## src/epic_defs.vh

```
`ifndef EPIC_DEFS_VH
`define EPIC_DEFS_VH

`define EPIC_OFF_CTRL0   8'h00
`define EPIC_OFF_CTRL1   8'h04
`define EPIC_OFF_IRQEN   8'h08
`define EPIC_OFF_KEYON   8'h0C
`define EPIC_OFF_STATUS  8'h10
`define EPIC_OFF_CMD     8'h14
`define EPIC_OFF_SKIP    8'h18
`define EPIC_OFF_PORT    8'h1C

`define EPIC_CTL_INEN    3
`define EPIC_CTL_WAVE    2
`define EPIC_CTL_BOTH    1
`define EPIC_CTL_TSYNC   0

`define EPIC_KEY_PIN0    0
`define EPIC_KEY_PIN1    2

`define EPIC_CMD_SKIP0   0
`define EPIC_CMD_SKIP1   1
`define EPIC_CMD_ARM     2
`define EPIC_CMD_PD      3
`define EPIC_CMD_PD2     4
`define EPIC_CMD_DI      5
`define EPIC_CMD_EI      6

`define EPIC_ST_FLAG0    0
`define EPIC_ST_FLAG1    1
`define EPIC_ST_PIN0     4
`define EPIC_ST_PIN1     5
`define EPIC_ST_ARMED    6
`define EPIC_ST_PDOWN    7
`define EPIC_ST_RAMKEEP  8
`define EPIC_ST_MASTER   9

`define EPIC_RST_CTRL    4'h0
`define EPIC_RST_IRQEN   4'h0
`define EPIC_RST_KEYON   4'h0
`define EPIC_RST_PORT    4'h0
`define EPIC_RST_MASTER  1'b0

`endif

```

## src/epic_top.v

```verilog
`timescale 1ns/1ns
`default_nettype none
`include "epic_defs.vh"

module epic_top (
	// Clock and reset
	input  wire        ref_clk_i,
	input  wire        reset_i,
	// APB slave
	input  wire        psel_i,
	input  wire        penable_i,
	input  wire        pwrite_i,
	input  wire [7:0]  paddr_i,
	input  wire [31:0] pwdata_i,
	output reg  [31:0] prdata_o,
	output wire        pready_o,
	output wire        pslverr_o,
	// External interrupt pins
	input  wire        ext_irq_pin_first_i,
	input  wire        ext_irq_pin_second_i,
	// Shared port outputs on the same pins
	output wire        shared_port_bit_first_o,
	output wire        shared_port_bit_first_oe_o,
	output wire        shared_port_bit_second_o,
	output wire        shared_port_bit_second_oe_o,
	// Interrupt requests and acceptance from the core
	input  wire        ext0_irq_ack_i,
	input  wire        ext1_irq_ack_i,
	output wire        ext0_irq_o,
	output wire        ext1_irq_o,
	// Power-down state and timer 1 sync select
	output wire        powerdown_o,
	output wire        powerdown_ram_keep_o,
	output wire        timer1_sync_sel_o
);

	// Register state.
	reg  [3:0] pin0_irq_control_reg_r;
	reg  [3:0] pin1_irq_control_reg_r;
	reg  [3:0] irq_enable_reg_first_r;
	reg  [3:0] keyon_r;
	reg  [3:0] port_r;
	reg  [1:0] request_flag_r;
	reg  [1:0] request_flag_nxt;
	reg  [1:0] skip_r;
	reg  [1:0] irq_r;
	reg        master_r;
	reg        armed_r;
	reg        pdown_r;
	reg        ramkeep_r;

	// Pin synchronisers.
	reg  [1:0] pin_meta_r;
	reg  [1:0] pin_sync_r;

	wire [1:0] pin_raw;
	wire [1:0] edge_evt;
	wire [1:0] in_en;
	wire [1:0] wave;
	wire [1:0] both;
	wire [1:0] keyon_en;
	wire [1:0] skip_cmd;
	wire [1:0] skip_ok;
	wire [1:0] ack;
	wire [1:0] wake_hit;
	wire       wr_en;
	wire       rd_setup;
	wire       cmd_wr;
	wire       mapped;
	reg  [31:0] rd_val;

	function hit;
		input [7:0] a;
		input [7:0] off;
		begin
			hit = (a == off);
		end
	endfunction

	assign pin_raw  = {ext_irq_pin_second_i, ext_irq_pin_first_i};
	assign ack      = {ext1_irq_ack_i, ext0_irq_ack_i};
	assign in_en    = {pin1_irq_control_reg_r[`EPIC_CTL_INEN],
	                   pin0_irq_control_reg_r[`EPIC_CTL_INEN]};
	assign wave     = {pin1_irq_control_reg_r[`EPIC_CTL_WAVE],
	                   pin0_irq_control_reg_r[`EPIC_CTL_WAVE]};
	// Only the first channel has the both-edges option.
	assign both     = {1'b0, pin0_irq_control_reg_r[`EPIC_CTL_BOTH]};
	assign keyon_en = {keyon_r[`EPIC_KEY_PIN1], keyon_r[`EPIC_KEY_PIN0]};

	// APB decoding: zero wait states.
	assign pready_o  = 1'b1;
	assign mapped    = hit(paddr_i, `EPIC_OFF_CTRL0)
	                 | hit(paddr_i, `EPIC_OFF_CTRL1)
	                 | hit(paddr_i, `EPIC_OFF_IRQEN)
	                 | hit(paddr_i, `EPIC_OFF_KEYON)
	                 | hit(paddr_i, `EPIC_OFF_STATUS)
	                 | hit(paddr_i, `EPIC_OFF_CMD)
	                 | hit(paddr_i, `EPIC_OFF_SKIP)
	                 | hit(paddr_i, `EPIC_OFF_PORT);
	assign pslverr_o = psel_i & penable_i & ~mapped;
	assign wr_en     = psel_i & penable_i & pwrite_i & mapped;
	assign rd_setup  = psel_i & ~penable_i & ~pwrite_i;
	assign cmd_wr    = wr_en & hit(paddr_i, `EPIC_OFF_CMD);

	// A skip-test only acts while its interrupt is disabled.
	assign skip_cmd = {pwdata_i[`EPIC_CMD_SKIP1], pwdata_i[`EPIC_CMD_SKIP0]};
	assign skip_ok  = {2{cmd_wr}} & skip_cmd
	                & ~irq_enable_reg_first_r[1:0];

	// Key-on wakeup looks at the pin whether or not its interrupt input is on.
	assign wake_hit = keyon_en & ~(pin_sync_r ^ wave);

	always @(posedge ref_clk_i) begin
		if (reset_i) begin
			pin_meta_r <= 2'h0;
			pin_sync_r <= 2'h0;
		end else begin
			pin_meta_r <= pin_raw;
			pin_sync_r <= pin_meta_r;
		end
	end

	genvar g;
	generate
		for (g = 0; g < 2; g = g + 1) begin : g_chan
			epic_edge u_edge (
				.ref_clk_i (ref_clk_i),
				.reset_i   (reset_i),
				.pin_i     (pin_sync_r[g]),
				.en_i      (in_en[g]),
				.wave_i    (wave[g]),
				.both_i    (both[g]),
				.event_o   (edge_evt[g])
			);

			// A new edge wins over a clear in the same cycle.
			always @* begin
				request_flag_nxt[g] = request_flag_r[g];
				if (skip_ok[g] | ack[g]) begin
					request_flag_nxt[g] = 1'b0;
				end
				if (edge_evt[g]) begin
					request_flag_nxt[g] = 1'b1;
				end
			end
		end
	endgenerate

	// Configuration registers.
	always @(posedge ref_clk_i) begin
		if (reset_i) begin
			pin0_irq_control_reg_r <= `EPIC_RST_CTRL;
			pin1_irq_control_reg_r <= `EPIC_RST_CTRL;
			keyon_r                <= `EPIC_RST_KEYON;
			port_r                 <= `EPIC_RST_PORT;
		end else if (wr_en) begin
			if (hit(paddr_i, `EPIC_OFF_CTRL0)) begin
				pin0_irq_control_reg_r <= pwdata_i[3:0];
			end else if (hit(paddr_i, `EPIC_OFF_CTRL1)) begin
				pin1_irq_control_reg_r <= pwdata_i[3:0];
			end else if (hit(paddr_i, `EPIC_OFF_KEYON)) begin
				keyon_r <= pwdata_i[3:0];
			end else if (hit(paddr_i, `EPIC_OFF_PORT)) begin
				port_r <= pwdata_i[3:0];
			end
		end
	end

	// Interrupt enables are cleared on power-down entry.
	always @(posedge ref_clk_i) begin
		if (reset_i) begin
			irq_enable_reg_first_r <= `EPIC_RST_IRQEN;
		end else if (cmd_wr & armed_r & (pwdata_i[`EPIC_CMD_PD]
		             | pwdata_i[`EPIC_CMD_PD2])) begin
			irq_enable_reg_first_r <= `EPIC_RST_IRQEN;
		end else if (wr_en & hit(paddr_i, `EPIC_OFF_IRQEN)) begin
			irq_enable_reg_first_r <= pwdata_i[3:0];
		end
	end

	// Request flags, skip results and interrupt outputs.
	always @(posedge ref_clk_i) begin
		if (reset_i) begin
			request_flag_r <= 2'h0;
			skip_r         <= 2'h0;
			irq_r          <= 2'h0;
		end else begin
			request_flag_r <= request_flag_nxt;
			if (cmd_wr) begin
				skip_r <= skip_ok & request_flag_r;
			end
			irq_r <= request_flag_nxt & irq_enable_reg_first_r[1:0]
			       & {2{master_r}};
		end
	end

	// Master interrupt enable, driven by the disable and enable commands.
	always @(posedge ref_clk_i) begin
		if (reset_i) begin
			master_r <= `EPIC_RST_MASTER;
		end else if (cmd_wr & pwdata_i[`EPIC_CMD_DI]) begin
			master_r <= 1'b0;
		end else if (cmd_wr & pwdata_i[`EPIC_CMD_EI]) begin
			master_r <= 1'b1;
		end
	end

	// Power-down sequencing. Every command write consumes the arming, so only
	// a power-down command in the very next command write can enter.
	always @(posedge ref_clk_i) begin
		if (reset_i) begin
			armed_r   <= 1'b0;
			pdown_r   <= 1'b0;
			ramkeep_r <= 1'b0;
		end else begin
			if (cmd_wr) begin
				armed_r <= pwdata_i[`EPIC_CMD_ARM] & ~pdown_r;
			end
			if (pdown_r) begin
				if (|wake_hit) begin
					pdown_r   <= 1'b0;
					ramkeep_r <= 1'b0;
				end
			end else if (cmd_wr & armed_r) begin
				if (pwdata_i[`EPIC_CMD_PD2]) begin
					pdown_r   <= 1'b1;
					ramkeep_r <= 1'b1;
				end else if (pwdata_i[`EPIC_CMD_PD]) begin
					pdown_r   <= 1'b1;
					ramkeep_r <= 1'b0;
				end
			end
		end
	end

	// Read data is captured in the setup phase and held through access.
	always @* begin
		rd_val = 32'h00000000;
		if (hit(paddr_i, `EPIC_OFF_CTRL0)) begin
			rd_val[3:0] = pin0_irq_control_reg_r;
		end else if (hit(paddr_i, `EPIC_OFF_CTRL1)) begin
			rd_val[3:0] = pin1_irq_control_reg_r;
		end else if (hit(paddr_i, `EPIC_OFF_IRQEN)) begin
			rd_val[3:0] = irq_enable_reg_first_r;
		end else if (hit(paddr_i, `EPIC_OFF_KEYON)) begin
			rd_val[3:0] = keyon_r;
		end else if (hit(paddr_i, `EPIC_OFF_STATUS)) begin
			rd_val[`EPIC_ST_FLAG0]   = request_flag_r[0];
			rd_val[`EPIC_ST_FLAG1]   = request_flag_r[1];
			rd_val[`EPIC_ST_PIN0]    = pin_sync_r[0];
			rd_val[`EPIC_ST_PIN1]    = pin_sync_r[1];
			rd_val[`EPIC_ST_ARMED]   = armed_r;
			rd_val[`EPIC_ST_PDOWN]   = pdown_r;
			rd_val[`EPIC_ST_RAMKEEP] = ramkeep_r;
			rd_val[`EPIC_ST_MASTER]  = master_r;
		end else if (hit(paddr_i, `EPIC_OFF_SKIP)) begin
			rd_val[1:0] = skip_r;
		end else if (hit(paddr_i, `EPIC_OFF_PORT)) begin
			rd_val[3:0] = port_r;
		end
	end

	always @(posedge ref_clk_i) begin
		if (reset_i) begin
			prdata_o <= 32'h00000000;
		end else if (rd_setup) begin
			prdata_o <= rd_val;
		end
	end

	// Port outputs ignore the interrupt setup entirely.
	assign shared_port_bit_first_o     = port_r[0];
	assign shared_port_bit_second_o    = port_r[1];
	assign shared_port_bit_first_oe_o  = port_r[2];
	assign shared_port_bit_second_oe_o = port_r[3];

	assign ext0_irq_o           = irq_r[0];
	assign ext1_irq_o           = irq_r[1];
	assign powerdown_o          = pdown_r;
	assign powerdown_ram_keep_o = ramkeep_r;
	assign timer1_sync_sel_o    = pin0_irq_control_reg_r[`EPIC_CTL_TSYNC];

endmodule // epic_top

`default_nettype wire

```

## src/epic_edge.v

```verilog
`timescale 1ns/1ns
`default_nettype none

module epic_edge (
	// Clock and reset
	input  wire ref_clk_i,
	input  wire reset_i,
	// Synchronised pin level and setup
	input  wire pin_i,
	input  wire en_i,
	input  wire wave_i,
	input  wire both_i,
	// Detected valid edge
	output wire event_o
);

	reg  act_r;
	reg  lvl_r;
	wire act;
	wire lvl;

	// The gating sits ahead of the detector, so touching the enable or the
	// waveform bit can itself look like an edge, as on the real pin.
	assign act = en_i & (pin_i ~^ wave_i);
	assign lvl = en_i & pin_i;

	always @(posedge ref_clk_i) begin
		if (reset_i) begin
			act_r <= 1'b0;
			lvl_r <= 1'b0;
		end else begin
			act_r <= act;
			lvl_r <= lvl;
		end
	end

	assign event_o = both_i ? (lvl ^ lvl_r) : (act & ~act_r);

endmodule // epic_edge

`default_nettype wire

```

## config.mk

```make
export PLATFORM = sky130hd
export DESIGN_NAME = epic_top
export DESIGN_NICKNAME = d
export VERILOG_FILES = /design/src/epic_top.v /design/src/epic_edge.v
export VERILOG_INCLUDE_DIRS = /design/src
export SDC_FILE = /design/constraint.sdc
export NUM_CORES = 1
export LEC_CHECK = 0
export BUFFER_PORTS_ARGS = -buffer_cell sky130_fd_sc_hd__buf_2
export CORE_UTILIZATION = 50
export DETAILED_ROUTE_END_ITERATION = 7
export GPL_TIMING_DRIVEN = 0
export MAX_ROUTING_LAYER = met4
export PLACE_DENSITY = 0.8
export SYNTH_ARGS = -nofsm -noshare
export SYNTH_HDL_FRONTEND = slang
export SYNTH_SLANG_ARGS = --single-unit
```

## constraint.sdc

```tcl
create_clock -name ref_clk_i -period 6.7 [get_ports ref_clk_i]
set_input_delay 2.01 -clock ref_clk_i [delete_from_list [all_inputs] [get_ports ref_clk_i]]
set_output_delay 2.01 -clock ref_clk_i [all_outputs]
set_load 0.02 [all_outputs]
```

* Word-level counts from Yosys, hierarchy flattened
Cells that the tools add are included.
Word-level totals: word-level logic and storage cells 115, bits in registers 47, output and inout port bits 43, input port bits 49
Operators by class: eq/ne operators 8, reduce and logical (&&, ||, !) cells 11, muxes and demuxes 29, bitwise logic cells 49
Operator list (count):
- == test 8 x 5 -> 1 bit, second input constant | 4
- 2-to-1 mux 6 bit | 5
- 2-to-1 mux 4 bit | 5
- AND 1 bit | 18
- == test 8 x 4 -> 1 bit, second input constant | 2
- 2-to-1 mux 1 bit | 15
- AND 2 bit | 6
- bitwise OR 1 bit | 10
- NOT 1 bit | 9
- == test 8 x 3 -> 1 bit, second input constant | 1
- logical NOT 8 bit | 1
- 2-to-1 mux 2 bit | 4
- AND reduction 3 bit | 2
- OR reduction 2 bit | 3
- AND reduction 5 bit | 1
- NOT 2 bit | 2
- AND reduction 4 bit | 1
- nonzero test 3 bit | 1
- inequality test 2 x 1 -> 1 bit, second input constant | 1
- AND reduction 2 bit | 1
- nonzero test 2 bit | 1
- XNOR 1 bit | 2
- bitwise XOR 2 bit | 1
- bitwise XOR 1 bit | 1

* Depth between registers and ports, before layout
Gate-level depths: netlist of run 1.
word-level depth 17, gate-level depth with buffers 6, mapped depth without buffers 4

* Cells and area by module
From an unflattened synthesis of run 1, not the netlist that was laid out.
Unflattened totals: cells, all modules 281, area, all modules 2452.4 um^2
By module, submodules not included:
- epic_top | area an instance 2229.6 um^2, cells an instance 257, times used 1, sequential area each 880.8 um^2
- epic_edge | area an instance 111.4 um^2, cells an instance 12, times used 2, sequential area each 40.0 um^2

* Worst setup path after synthesis of run 1
Ideal clock, no wire load.
kind input -> output, start point input port paddr_i[5], end point output port pslverr_o, path buffers 0, data arrival time 2.812 ns, required time 4.690 ns, setup slack 1.878 ns, stages on the path 2, path through or3_2 -> o211a_1
On the way: word-level cells in the longest chain between the ends 10, elaborated cells between the ends (all ways) 17, classes of those cells 7 x eq/ne; 9 x bitwise; 1 x reduce/logical
Ends and longest elaborated chain:
- start, declared | line epic_top.v:13 | input wire [7:0] paddr_i,
- == test 8 x 3 -> 1 bit / logical NOT 8 bit (equally long branches) | line epic_top.v:76 | hit = (a == off);
- bitwise OR 1 bit (6 in a row) | line epic_top.v:92 | assign mapped = hit(paddr_i, `EPIC_OFF_CTRL0)
- bitwise OR 1 bit * | line epic_top.v:92
- NOT 1 bit * | line epic_top.v:100 | assign pslverr_o = psel_i & penable_i & ~mapped;
- AND 1 bit * | line epic_top.v:100
- end, declared | line epic_top.v:17 | output wire pslverr_o,
Mark *: on every way between the ends. The rest lies on a longest branch, timed or not.

* Worst setup path in the final report of run 1
Same ends and word-level chain as after synthesis.

==> impl_metrics.env, run 1 <==
export IMPL_status="finished, violations left"
export IMPL_failed_checks="design-rule violations"
export IMPL_postCtsSetupRepairBufs=0
export IMPL_finalSetupViolations=0
export IMPL_hold_violations=0
export IMPL_power_leakage_nw=1.19
export IMPL_worst_endpoint_required_ps=4690
export IMPL_die_w_um=71.3
export IMPL_port_buffer_count=41
export IMPL_synth_edf_count=0
export IMPL_post_synth_num_cell_types=54
export IMPL_synthToLayoutAreaGrowth_pct=18.2
export IMPL_die_height_um=71.3
export IMPL_crit_slowest_cell="or3_2"
export IMPL_design_power_total_uw=514
export IMPL_wire_per_inst_um=14.7
export IMPL_fin_crit_sh_pct=75.5
export IMPL_layout_common_cells="47 x dfxtp_1, 44 x buf_2, 27 x nor2_1"
export IMPL_number_of_antenna_violations_at_the_first_check_in_global_routing=0
export IMPL_final_net_count=377
export IMPL_post_route_drc_count=9
export IMPL_path_max_fanout=4
export IMPL_drt_first_iter_violations=126
export IMPL_syn_inst=259
export IMPL_hp_start="pin_meta_r[1]"
export IMPL_clk_pin_slew_worst_paths_ps=90
export IMPL_setup_worst_path_end_class="output pin"
export IMPL_ir_worst_vdd_v=0.000149
export IMPL_drt_vias_per_instance=5.43
export IMPL_path_common_cell="buf_2"
export IMPL_pin_count_of_the_biggest_net_entering_global_routing=16
export IMPL_final_cell_area_mm2=0.00284
export IMPL_maxCapViolations=0
export IMPL_replace_congestion=0.921
export IMPL_setup_repair_after_global_routing_missed_its_margin="false"
export IMPL_detailed_place_area_mm2=0.00275
export IMPL_ys_async_sr_fraction_pct=0
export IMPL_final_antenna_net_count=0
export IMPL_worstSetupPathType="in -> out"
export IMPL_rows=24
export IMPL_ctsHoldBuffers=0
export IMPL_setup_tns_ps=0
export IMPL_dr_vias=2067
export IMPL_htreeDepth=2
export IMPL_grt_overflow_total=0
export IMPL_netlist_area_mm2=0.00240
export IMPL_max_slew_margin_pct=50.1
export IMPL_n_antenna_cell=0
export IMPL_final_period_minus_worst_setup_slack_ps=5060
export IMPL_dp_hpwl_um=4280
export IMPL_measured_slew_at_the_worst_slew_check_pin_ps=742
export IMPL_core_area_mm2=0.00447
export IMPL_reg2reg_from="irq_enable_reg_first_r[0]"
export IMPL_global_router_s_overall_resource_usage_pct=23.5
export IMPL_tritoncts_num_buffers=5
export IMPL_ios=92
export IMPL_most_frequent_standard_cell_in_the_layout_excluding_fill_and_tap_cells="dfxtp_1"
export IMPL_fmax_ghz=0.198
export IMPL_clockBufferDepth=2
export IMPL_crit_path_max_incr_delay_ps=530
export IMPL_synth_seq_area_share_pct=39.1
export IMPL_finalWirelength_um=5600
export IMPL_yosys_warnings=0
export IMPL_fin_worst_skew_ps=6.03
export IMPL_ys_ff_latch=47
export IMPL_iteration_count_of_the_initial_detailed_routing_pass=7
export IMPL_clk_root_buffer_cell="clkbuf_8"
export IMPL_grt_pass1_vias=1822
export IMPL_insertion_delay_ps=300
export IMPL_critical_path_arrival_ps=3050
export IMPL_final_layout_size_suffix_gt1_share_pct=28.9
export IMPL_die_area_mm2=0.00509
export IMPL_final_max_slew_viol_count=0
export IMPL_synth_area_per_cell_um2=9.28
export IMPL_grt_pass1_wl_um=8890
export IMPL_critical_path_cell_chain="buf_2 > or3_2 > o211a_1 > buf_2"
export IMPL_clkSinkCount=47
export IMPL_cellPowerDensity_mw_per_mm2=181
export IMPL_start_point_of_the_critical_path="paddr_i[5]"
export IMPL_floorplan_initialDensity_pct=53.7
export IMPL_tritoncts_clock_tree="built"
export IMPL_post_synth_top_flop="dfxtp_1"
export IMPL_cp_start_kind="input port"
export IMPL_timing_hold_worst_class="reg -> reg"
export IMPL_post_cts_resized_instances=0
-- cells by family after synthesis --
kind of cell / share of synthesized area, %
AND/OR/NAND/NOR: 26.6
flip-flops: 39.1
AO/OA/AOI/OAI: 13.1
buffers and inverters: 10.9
multiplexers: 9.16
XOR/XNOR: 0.729
other: 0.312
-- cells in the mapped netlist (all sizes together), types with 2 or more instances --
library cell	instances	area, µm²
inv	3	11.3
or4	5	42.5
nor2	28	113
nor4	11	141
o31ai	2	28.8
nand3	2	10.0
nor3b	4	35.0
nand4b	2	17.5
a22oi	9	67.6
nand4	4	25.0
conb	2	7.51
o211ai	2	15.0
o221ai	2	17.5
nand2	17	63.8
a31o	3	26.3
nor3	5	25.0
and3b	2	17.5
nor2b	7	43.8
dfxtp	47	941
nand3b	2	15.0
clkbuf	10	37.5
a21oi	11	55.1
mux2i	22	220
o21ai	6	30.0
buf	29	214
nand2b	5	31.3
-- state kept, by name (all words and copies together) (netlist names) --
name / flops
prdata_o: 10
irq_enable_reg_first_r: 4
skip_r: 2
armed_r: 1
pin0_irq_control_reg_r: 4
g_chan.u_edge.act_r: 2
powerdown_o: 1
master_r: 1
irq_r: 2
keyon_r: 4
powerdown_ram_keep_o: 1
pin1_irq_control_reg_r: 4
pin_meta_r: 2
g_chan.u_edge.lvl_r: 1
port_r: 4
request_flag_r: 2
pin_sync_r: 2
-- critical path: cells and delay by family --
| kind | cells | cell delay, ps |
|---|---|---|
| buffers and inverters | 2 | 260 |
| and+or+nand+nor | 1 | 530 |
| AOI/OAI and AO/OA | 1 | 230 |
-- routing by layer --
layer / routed length, µm / GRT usage [%] / vias to the layer above
li1: - / - / 1027
met1: 2490 / 30.1 / 939
met2: 2570 / 36.8 / 92
met3: 469 / 4.64 / 9
met4: 77 / 8.67 / 0
met5: 0 / - / -
-- final cells by class --
| cell class | count | area (µm²) |
|---|---|---|
| Fill cell | 381 | 1630 |
| Multi-Input combinational cell | 191 | 1280 |
| Sequential cell | 47 | 941 |
| Buffer | 39 | 251 |
| Timing Repair Buffer | 41 | 205 |
| Clock buffer | 5 | 68.8 |
| Tap cell | 52 | 65.1 |
| Clock inverter | 3 | 18.8 |
| Inverter | 3 | 11.3 |
-- power by group --
group	switching (mW)	total, mW	internal, mW
sequential	0.000678	0.281	0.280
clock	0.0967	0.170	0.0735
combinational	0.0401	0.0629	0.0228
-- through the flow --
stage	hold WS [ps]	util (%)	std cells	worst slack (ps)
floorplan	414	-	280	1880
global placement	421	61.5	373	1660
detailed placement	430	61.5	373	1650
CTS	451	63.5	381	1640
global route	458	63.5	381	1610
finish	446	63.5	381	1640
-- final timing paths --
kind,to,slack (ps),cells past startpoint
max,pslverr_o,1640,4
min,pin_sync_r[1],450,1
max reg2reg,irq_r[0],4860,4
min reg2reg,pin_sync_r[1],450,1
No activity file was read; power rests on OpenSTA's default activity.
==> inputs of run 2 (changes only) <==
Settings changed: CORE_UTILIZATION 50 to 49, PLACE_DENSITY 0.8 to 0.79.
Clock period 6.7 ns to 5.2 ns, I/O delays scaled along.
==> run 2 against run 1 <==
Compared with the run above: the flow now finishes without violations; highest routed layer unchanged; die area grew 2.0%; sequential cell count is the same; largest cell class unchanged; non-clock buffer count is the same.
==> impl_metrics.env, run 2 (synthesis gave the netlist of run 1 again) <==
export IMPL_replace_congestion=1.01
export IMPL_dp_hpwl_um=4270
export IMPL_measured_slew_at_the_worst_slew_check_pin_ps=799
export IMPL_grt_overflow_total=0
export IMPL_postCtsSetupRepairBufs=0
export IMPL_drt_first_iter_violations=157
export IMPL_groute_layer_met1_usage_pct=32.0
export IMPL_finalWirelength_um=5760
export IMPL_global_route_usage_met3_pct=4.58
export IMPL_post_route_drc_count=0
export IMPL_final_layout_size_suffix_gt1_share_pct=28.9
export IMPL_layout_common_cells="47 x dfxtp_1, 44 x buf_2, 27 x nor2_1"
export IMPL_global_router_s_overall_resource_usage_pct=23.7
export IMPL_grt_pass1_vias=1810
export IMPL_final_period_minus_worst_setup_slack_ps=4150
export IMPL_setup_repair_after_global_routing_missed_its_margin="false"
export IMPL_drt_vias_per_instance=5.26
export IMPL_cp_start_kind="input port"
export IMPL_largest_register_ffs=10
export IMPL_r2r_end="irq_r[0]"
export IMPL_clkSinkCount=47
export IMPL_rows=25
export IMPL_max_slew_margin_pct=46.3
export IMPL_worst_endpoint_required_ps=3640
export IMPL_clk_root_buffer_cell="clkbuf_8"
export IMPL_worstRegToRegCells=4
export IMPL_die_height_um=72.0
export IMPL_ir_worst_vdd_v=0.000254
export IMPL_fin_crit_sh_pct=79.8
export IMPL_hold_violations=0
export IMPL_dr_vias=2084
export IMPL_use_met2_pct=36.8
export IMPL_nFillCells=408
export IMPL_die_area_mm2=0.00519
export IMPL_largest_register="prdata_o"
export IMPL_insertion_delay_ps=300
export IMPL_final_max_slew_viol_count=0
export IMPL_grt_pass1_wl_um=9160
export IMPL_clockBufferDepth=2
export IMPL_clk_pin_slew_worst_paths_ps=90
export IMPL_floorplan_initialDensity_pct=50.9
export IMPL_port_buffer_count=41
export IMPL_finalSetupViolations=0
export IMPL_tritoncts_num_buffers=5
export IMPL_cellPowerDensity_mw_per_mm2=251
export IMPL_layout_area_seq_um2=941
export IMPL_fmax_ghz=0.241
export IMPL_final_antenna_net_count=0
export IMPL_top_usage_layer="met2"
export IMPL_die_w_um=72.0
export IMPL_worstSetupPathType="in -> out"
export IMPL_setup_worst_path_end_class="output pin"
export IMPL_wire_per_inst_um=14.5
export IMPL_core_area_mm2=0.00472
export IMPL_reg2reg_from="irq_enable_reg_first_r[0]"
export IMPL_power_leakage_nw=1.20
export IMPL_critical_path_arrival_ps=2590
export IMPL_number_of_antenna_violations_at_the_first_check_in_global_routing=0
export IMPL_ios=92
export IMPL_final_net_count=377
export IMPL_path_max_fanout=4
export IMPL_post_cts_resized_instances=0
export IMPL_design_power_total_uw=727
export IMPL_maxCapViolations=0
export IMPL_worst_reg2reg_setup_slack_ps=3280
export IMPL_status="finished, final reports clean"
export IMPL_most_frequent_standard_cell_in_the_layout_excluding_fill_and_tap_cells="dfxtp_1"
export IMPL_n_antenna_cell=0
export IMPL_fin_worst_hold_slack_ps=447
export IMPL_timing_hold_worst_class="reg -> reg"
export IMPL_tritoncts_clock_tree="built"
export IMPL_pin_count_of_the_biggest_net_entering_global_routing=16
export IMPL_setup_tns_ps=0
export IMPL_hold_end="pin_sync_r[0]"
export IMPL_hp_start="pin_meta_r[0]"
export IMPL_iteration_count_of_the_initial_detailed_routing_pass=4
export IMPL_fin_worst_skew_ps=5.77
export IMPL_synthToLayoutAreaGrowth_pct=20.4
export IMPL_multi_input_comb_area_mm2=0.00128
export IMPL_htreeDepth=2
export IMPL_min_delay_path_depth=1
export IMPL_ctsHoldBuffers=0
==> run 2: how the worst max path moves through the flow <==
stage	from	cells past startpoint	to	slack (ps)
finish	paddr_i[5]	4	pslverr_o	1050
global placement	paddr_i[5]	4	pslverr_o	1060
global route	paddr_i[5]	4	pslverr_o	1020
CTS	paddr_i[5]	4	pslverr_o	1060
detailed placement	paddr_i[5]	4	pslverr_o	1060
floorplan	paddr_i[5]	2	pslverr_o	1280
==> run 2: area by class of cell <==
cell class                 instances  share of cell area, %
timing repair buffer              41                   7.09
sequential                        47                   32.5
clock buffer                       6                   2.85
multi-input combinational        191                   44.2
buffer                            39                   8.69
clock inverter                     2                   1.34
inverter                           3                  0.389
tap                               67                   2.90
==> run 2: power by group <==
| part | total, mW | switching (mW) | internal (mW) |
|---|---|---|---|
| registers | 0.362 | 0.000914 | 0.361 |
| clock network | 0.283 | 0.125 | 0.158 |
| logic | 0.0816 | 0.0522 | 0.0294 |
| total | 0.727 | 0.178 | 0.549 |
==> run 2: routing by layer <==
| layer | vias up | part of all wire, % |
|---|---|---|
| li1 | 1026 | - |
| met1 | 979 | 47 |
| met2 | 71 | 47 |
| met3 | 8 | 5.4 |
| met4 | 0 | 1.3 |
| met5 | - | 0 |
==> run 2: worst max-delay path: stages <==
cell and delay (ps):
buf_2 120, or3_2 530, o211a_1 230, buf_2 150
==> run 2: per-stage QoR <==
step | area (µm²) | worst slack, ps | util [%] | std cells
floorplan | 2480 | 1280 | - | 280
global placement | 2770 | 1060 | 58.7 | 388
detailed placement | 2770 | 1060 | 58.7 | 388
CTS | 2890 | 1060 | 61.2 | 396
global route | 2890 | 1020 | 61.2 | 396
finish | 2890 | 1050 | 61.2 | 396
==> inputs of run 3 (changes only) <==
Settings changed: CORE_UTILIZATION 49 to 44, PLACE_DENSITY 0.79 to 0.75.
Clock period 5.2 ns to 3.6 ns, I/O delays scaled along.
==> run 3 against run 2 <==
Compared with the run above: largest cell class unchanged; sequential power rose by 44%; clock skew barely moved; cell count rose by 0.76%.
==> impl_metrics.env, run 3 (synthesis gave the netlist of run 1 again) <==
export IMPL_drt_vias_per_instance=5.26
export IMPL_insertion_delay_ps=300
export IMPL_clk_root_buffer_cell="clkbuf_8"
export IMPL_layout_area_seq_um2=941
export IMPL_hold_violations=0
export IMPL_die_w_um=75.9
export IMPL_total_switching_power_uw=256
export IMPL_maxCapViolations=0
export IMPL_tritoncts_num_buffers=5
export IMPL_finalSetupViolations=0
export IMPL_fmax_ghz=0.313
export IMPL_n_antenna_cell=0
export IMPL_wire_per_inst_um=14.8
export IMPL_iteration_count_of_the_initial_detailed_routing_pass=4
export IMPL_worst_reg2reg_setup_slack_ps=1710
export IMPL_setup_repair_after_global_routing_missed_its_margin="false"
export IMPL_die_height_um=75.9
export IMPL_grt_overflow_total=0
export IMPL_grt_pass1_wl_um=9520
export IMPL_clockBufferDepth=2
export IMPL_p_seq_share_pct=47.7
export IMPL_dr_vias=2100
export IMPL_fin_worst_skew_ps=6.17
export IMPL_largest_register="prdata_o"
export IMPL_grt_pass1_vias=1935
export IMPL_nFillCells=496
export IMPL_setup_worst_path_end_class="output pin"
export IMPL_internal_power_uw=841
export IMPL_worst_endpoint_required_ps=2520
export IMPL_global_router_s_overall_resource_usage_pct=21.8
export IMPL_final_period_minus_worst_setup_slack_ps=3200
export IMPL_worstSetupPathType="in -> out"
export IMPL_final_net_count=377
export IMPL_floorplan_initialDensity_pct=46.5
export IMPL_setup_tns_ps=0
export IMPL_max_slew_margin_pct=50.0
export IMPL_measured_slew_at_the_worst_slew_check_pin_ps=744
export IMPL_ctsHoldBuffers=0
export IMPL_postCtsSetupRepairBufs=0
export IMPL_cellPowerDensity_mw_per_mm2=377
export IMPL_core_area_mm2=0.00517
export IMPL_synthToLayoutAreaGrowth_pct=21.1
export IMPL_critical_path_arrival_ps=2120
export IMPL_post_route_drc_count=0
export IMPL_replace_congestion=0.924
export IMPL_cp_start_kind="input port"
export IMPL_status="finished, final reports clean"
export IMPL_tritoncts_clock_tree="built"
export IMPL_ir_worst_vdd_v=0.000287
export IMPL_clkSinkCount=47
export IMPL_fin_worst_hold_slack_ps=444
export IMPL_fin_crit_sh_pct=88.8
export IMPL_drt_first_iter_violations=181
export IMPL_most_frequent_standard_cell_in_the_layout_excluding_fill_and_tap_cells="dfxtp_1"
export IMPL_largest_register_ffs=10
export IMPL_number_of_antenna_violations_at_the_first_check_in_global_routing=0
export IMPL_die_area_mm2=0.00576
export IMPL_ios=92
export IMPL_final_max_slew_viol_count=0
export IMPL_multi_input_comb_area_mm2=0.00128
export IMPL_post_cts_resized_instances=0
export IMPL_dp_hpwl_um=4370
export IMPL_final_layout_size_suffix_gt1_share_pct=28.9
export IMPL_finalWirelength_um=5920
export IMPL_power_clock_fraction_pct=41.5
export IMPL_power_leakage_nw=1.20
export IMPL_p_comb_share_pct=10.8
export IMPL_pin_count_of_the_biggest_net_entering_global_routing=16
export IMPL_rows=26
export IMPL_final_antenna_net_count=0
export IMPL_layout_common_cells="47 x dfxtp_1, 44 x buf_2, 27 x nor2_1"
export IMPL_timing_hold_worst_class="reg -> reg"
export IMPL_path_max_fanout=4
export IMPL_switching_share_pct=23.3
export IMPL_clk_pin_slew_worst_paths_ps=90
export IMPL_port_buffer_count=41
export IMPL_htreeDepth=2
==> run 3: changes by cell type in the layout (fill, tap and decap cells not counted), sizes merged <==
cell,delta
clkbuf,-1
inv,-1
bufinv,+1
clkinvlp,+1
==> run 3: worst paths after layout <==
path | start | to | cells past startpoint
max | paddr_i[5] | pslverr_o | 4
min | pin_meta_r[1] | pin_sync_r[1] | 1
max reg2reg | irq_enable_reg_first_r[0] | irq_r[0] | 4
min reg2reg | pin_meta_r[1] | pin_sync_r[1] | 1
==> run 3: metrics by stage <==
step	utilization [%]	instances	total power, mW	area, µm²	setup WS (ps)
after detailed placement	53.7	391	0.651	2780	415
after global placement	53.7	391	0.650	2780	419
after global routing	56.3	399	1.14	2910	390
after floorplan	-	280	0.617	2480	638
final	56.3	399	1.10	2910	402
after CTS	56.3	399	1.10	2910	409
==> run 3: layout make-up <==
type | instances | share of cell area [%]
multi-input cells | 191 | 43.9
flip-flops and latches | 47 | 32.3
inverters | 3 | 0.387
repair buffers | 41 | 7.05
clock buffers | 5 | 2.36
clock inverters | 3 | 2.32
plain buffers | 39 | 8.64
well taps | 70 | 3.01
==> run 3: layer usage <==
layer  global-route usage [%]  up-vias  wire [µm]  share of wire [%]
met4                     10.2        0        165                2.8
met5                        -        -          0                  0
met2                     33.8       98       2690                 45
met3                     5.06       17        461                7.8
li1                         -     1019          -                  -
met1                     26.7      966       2600                 44
==> run 3: critical path, cell delays in order <==
cell	delay [ps]
buf_2	120
or3_2	540
o211a_1	230
buf_2	150
==> run 3: power groups by stage <==
stage,clock (mW),sequential [mW],combinational [mW]
global placement,0,0.535,0.115
detailed placement,0,0.535,0.116
floorplan,0,0.535,0.0826
CTS,0.464,0.523,0.117
finish,0.455,0.523,0.118
global route,0.489,0.523,0.127
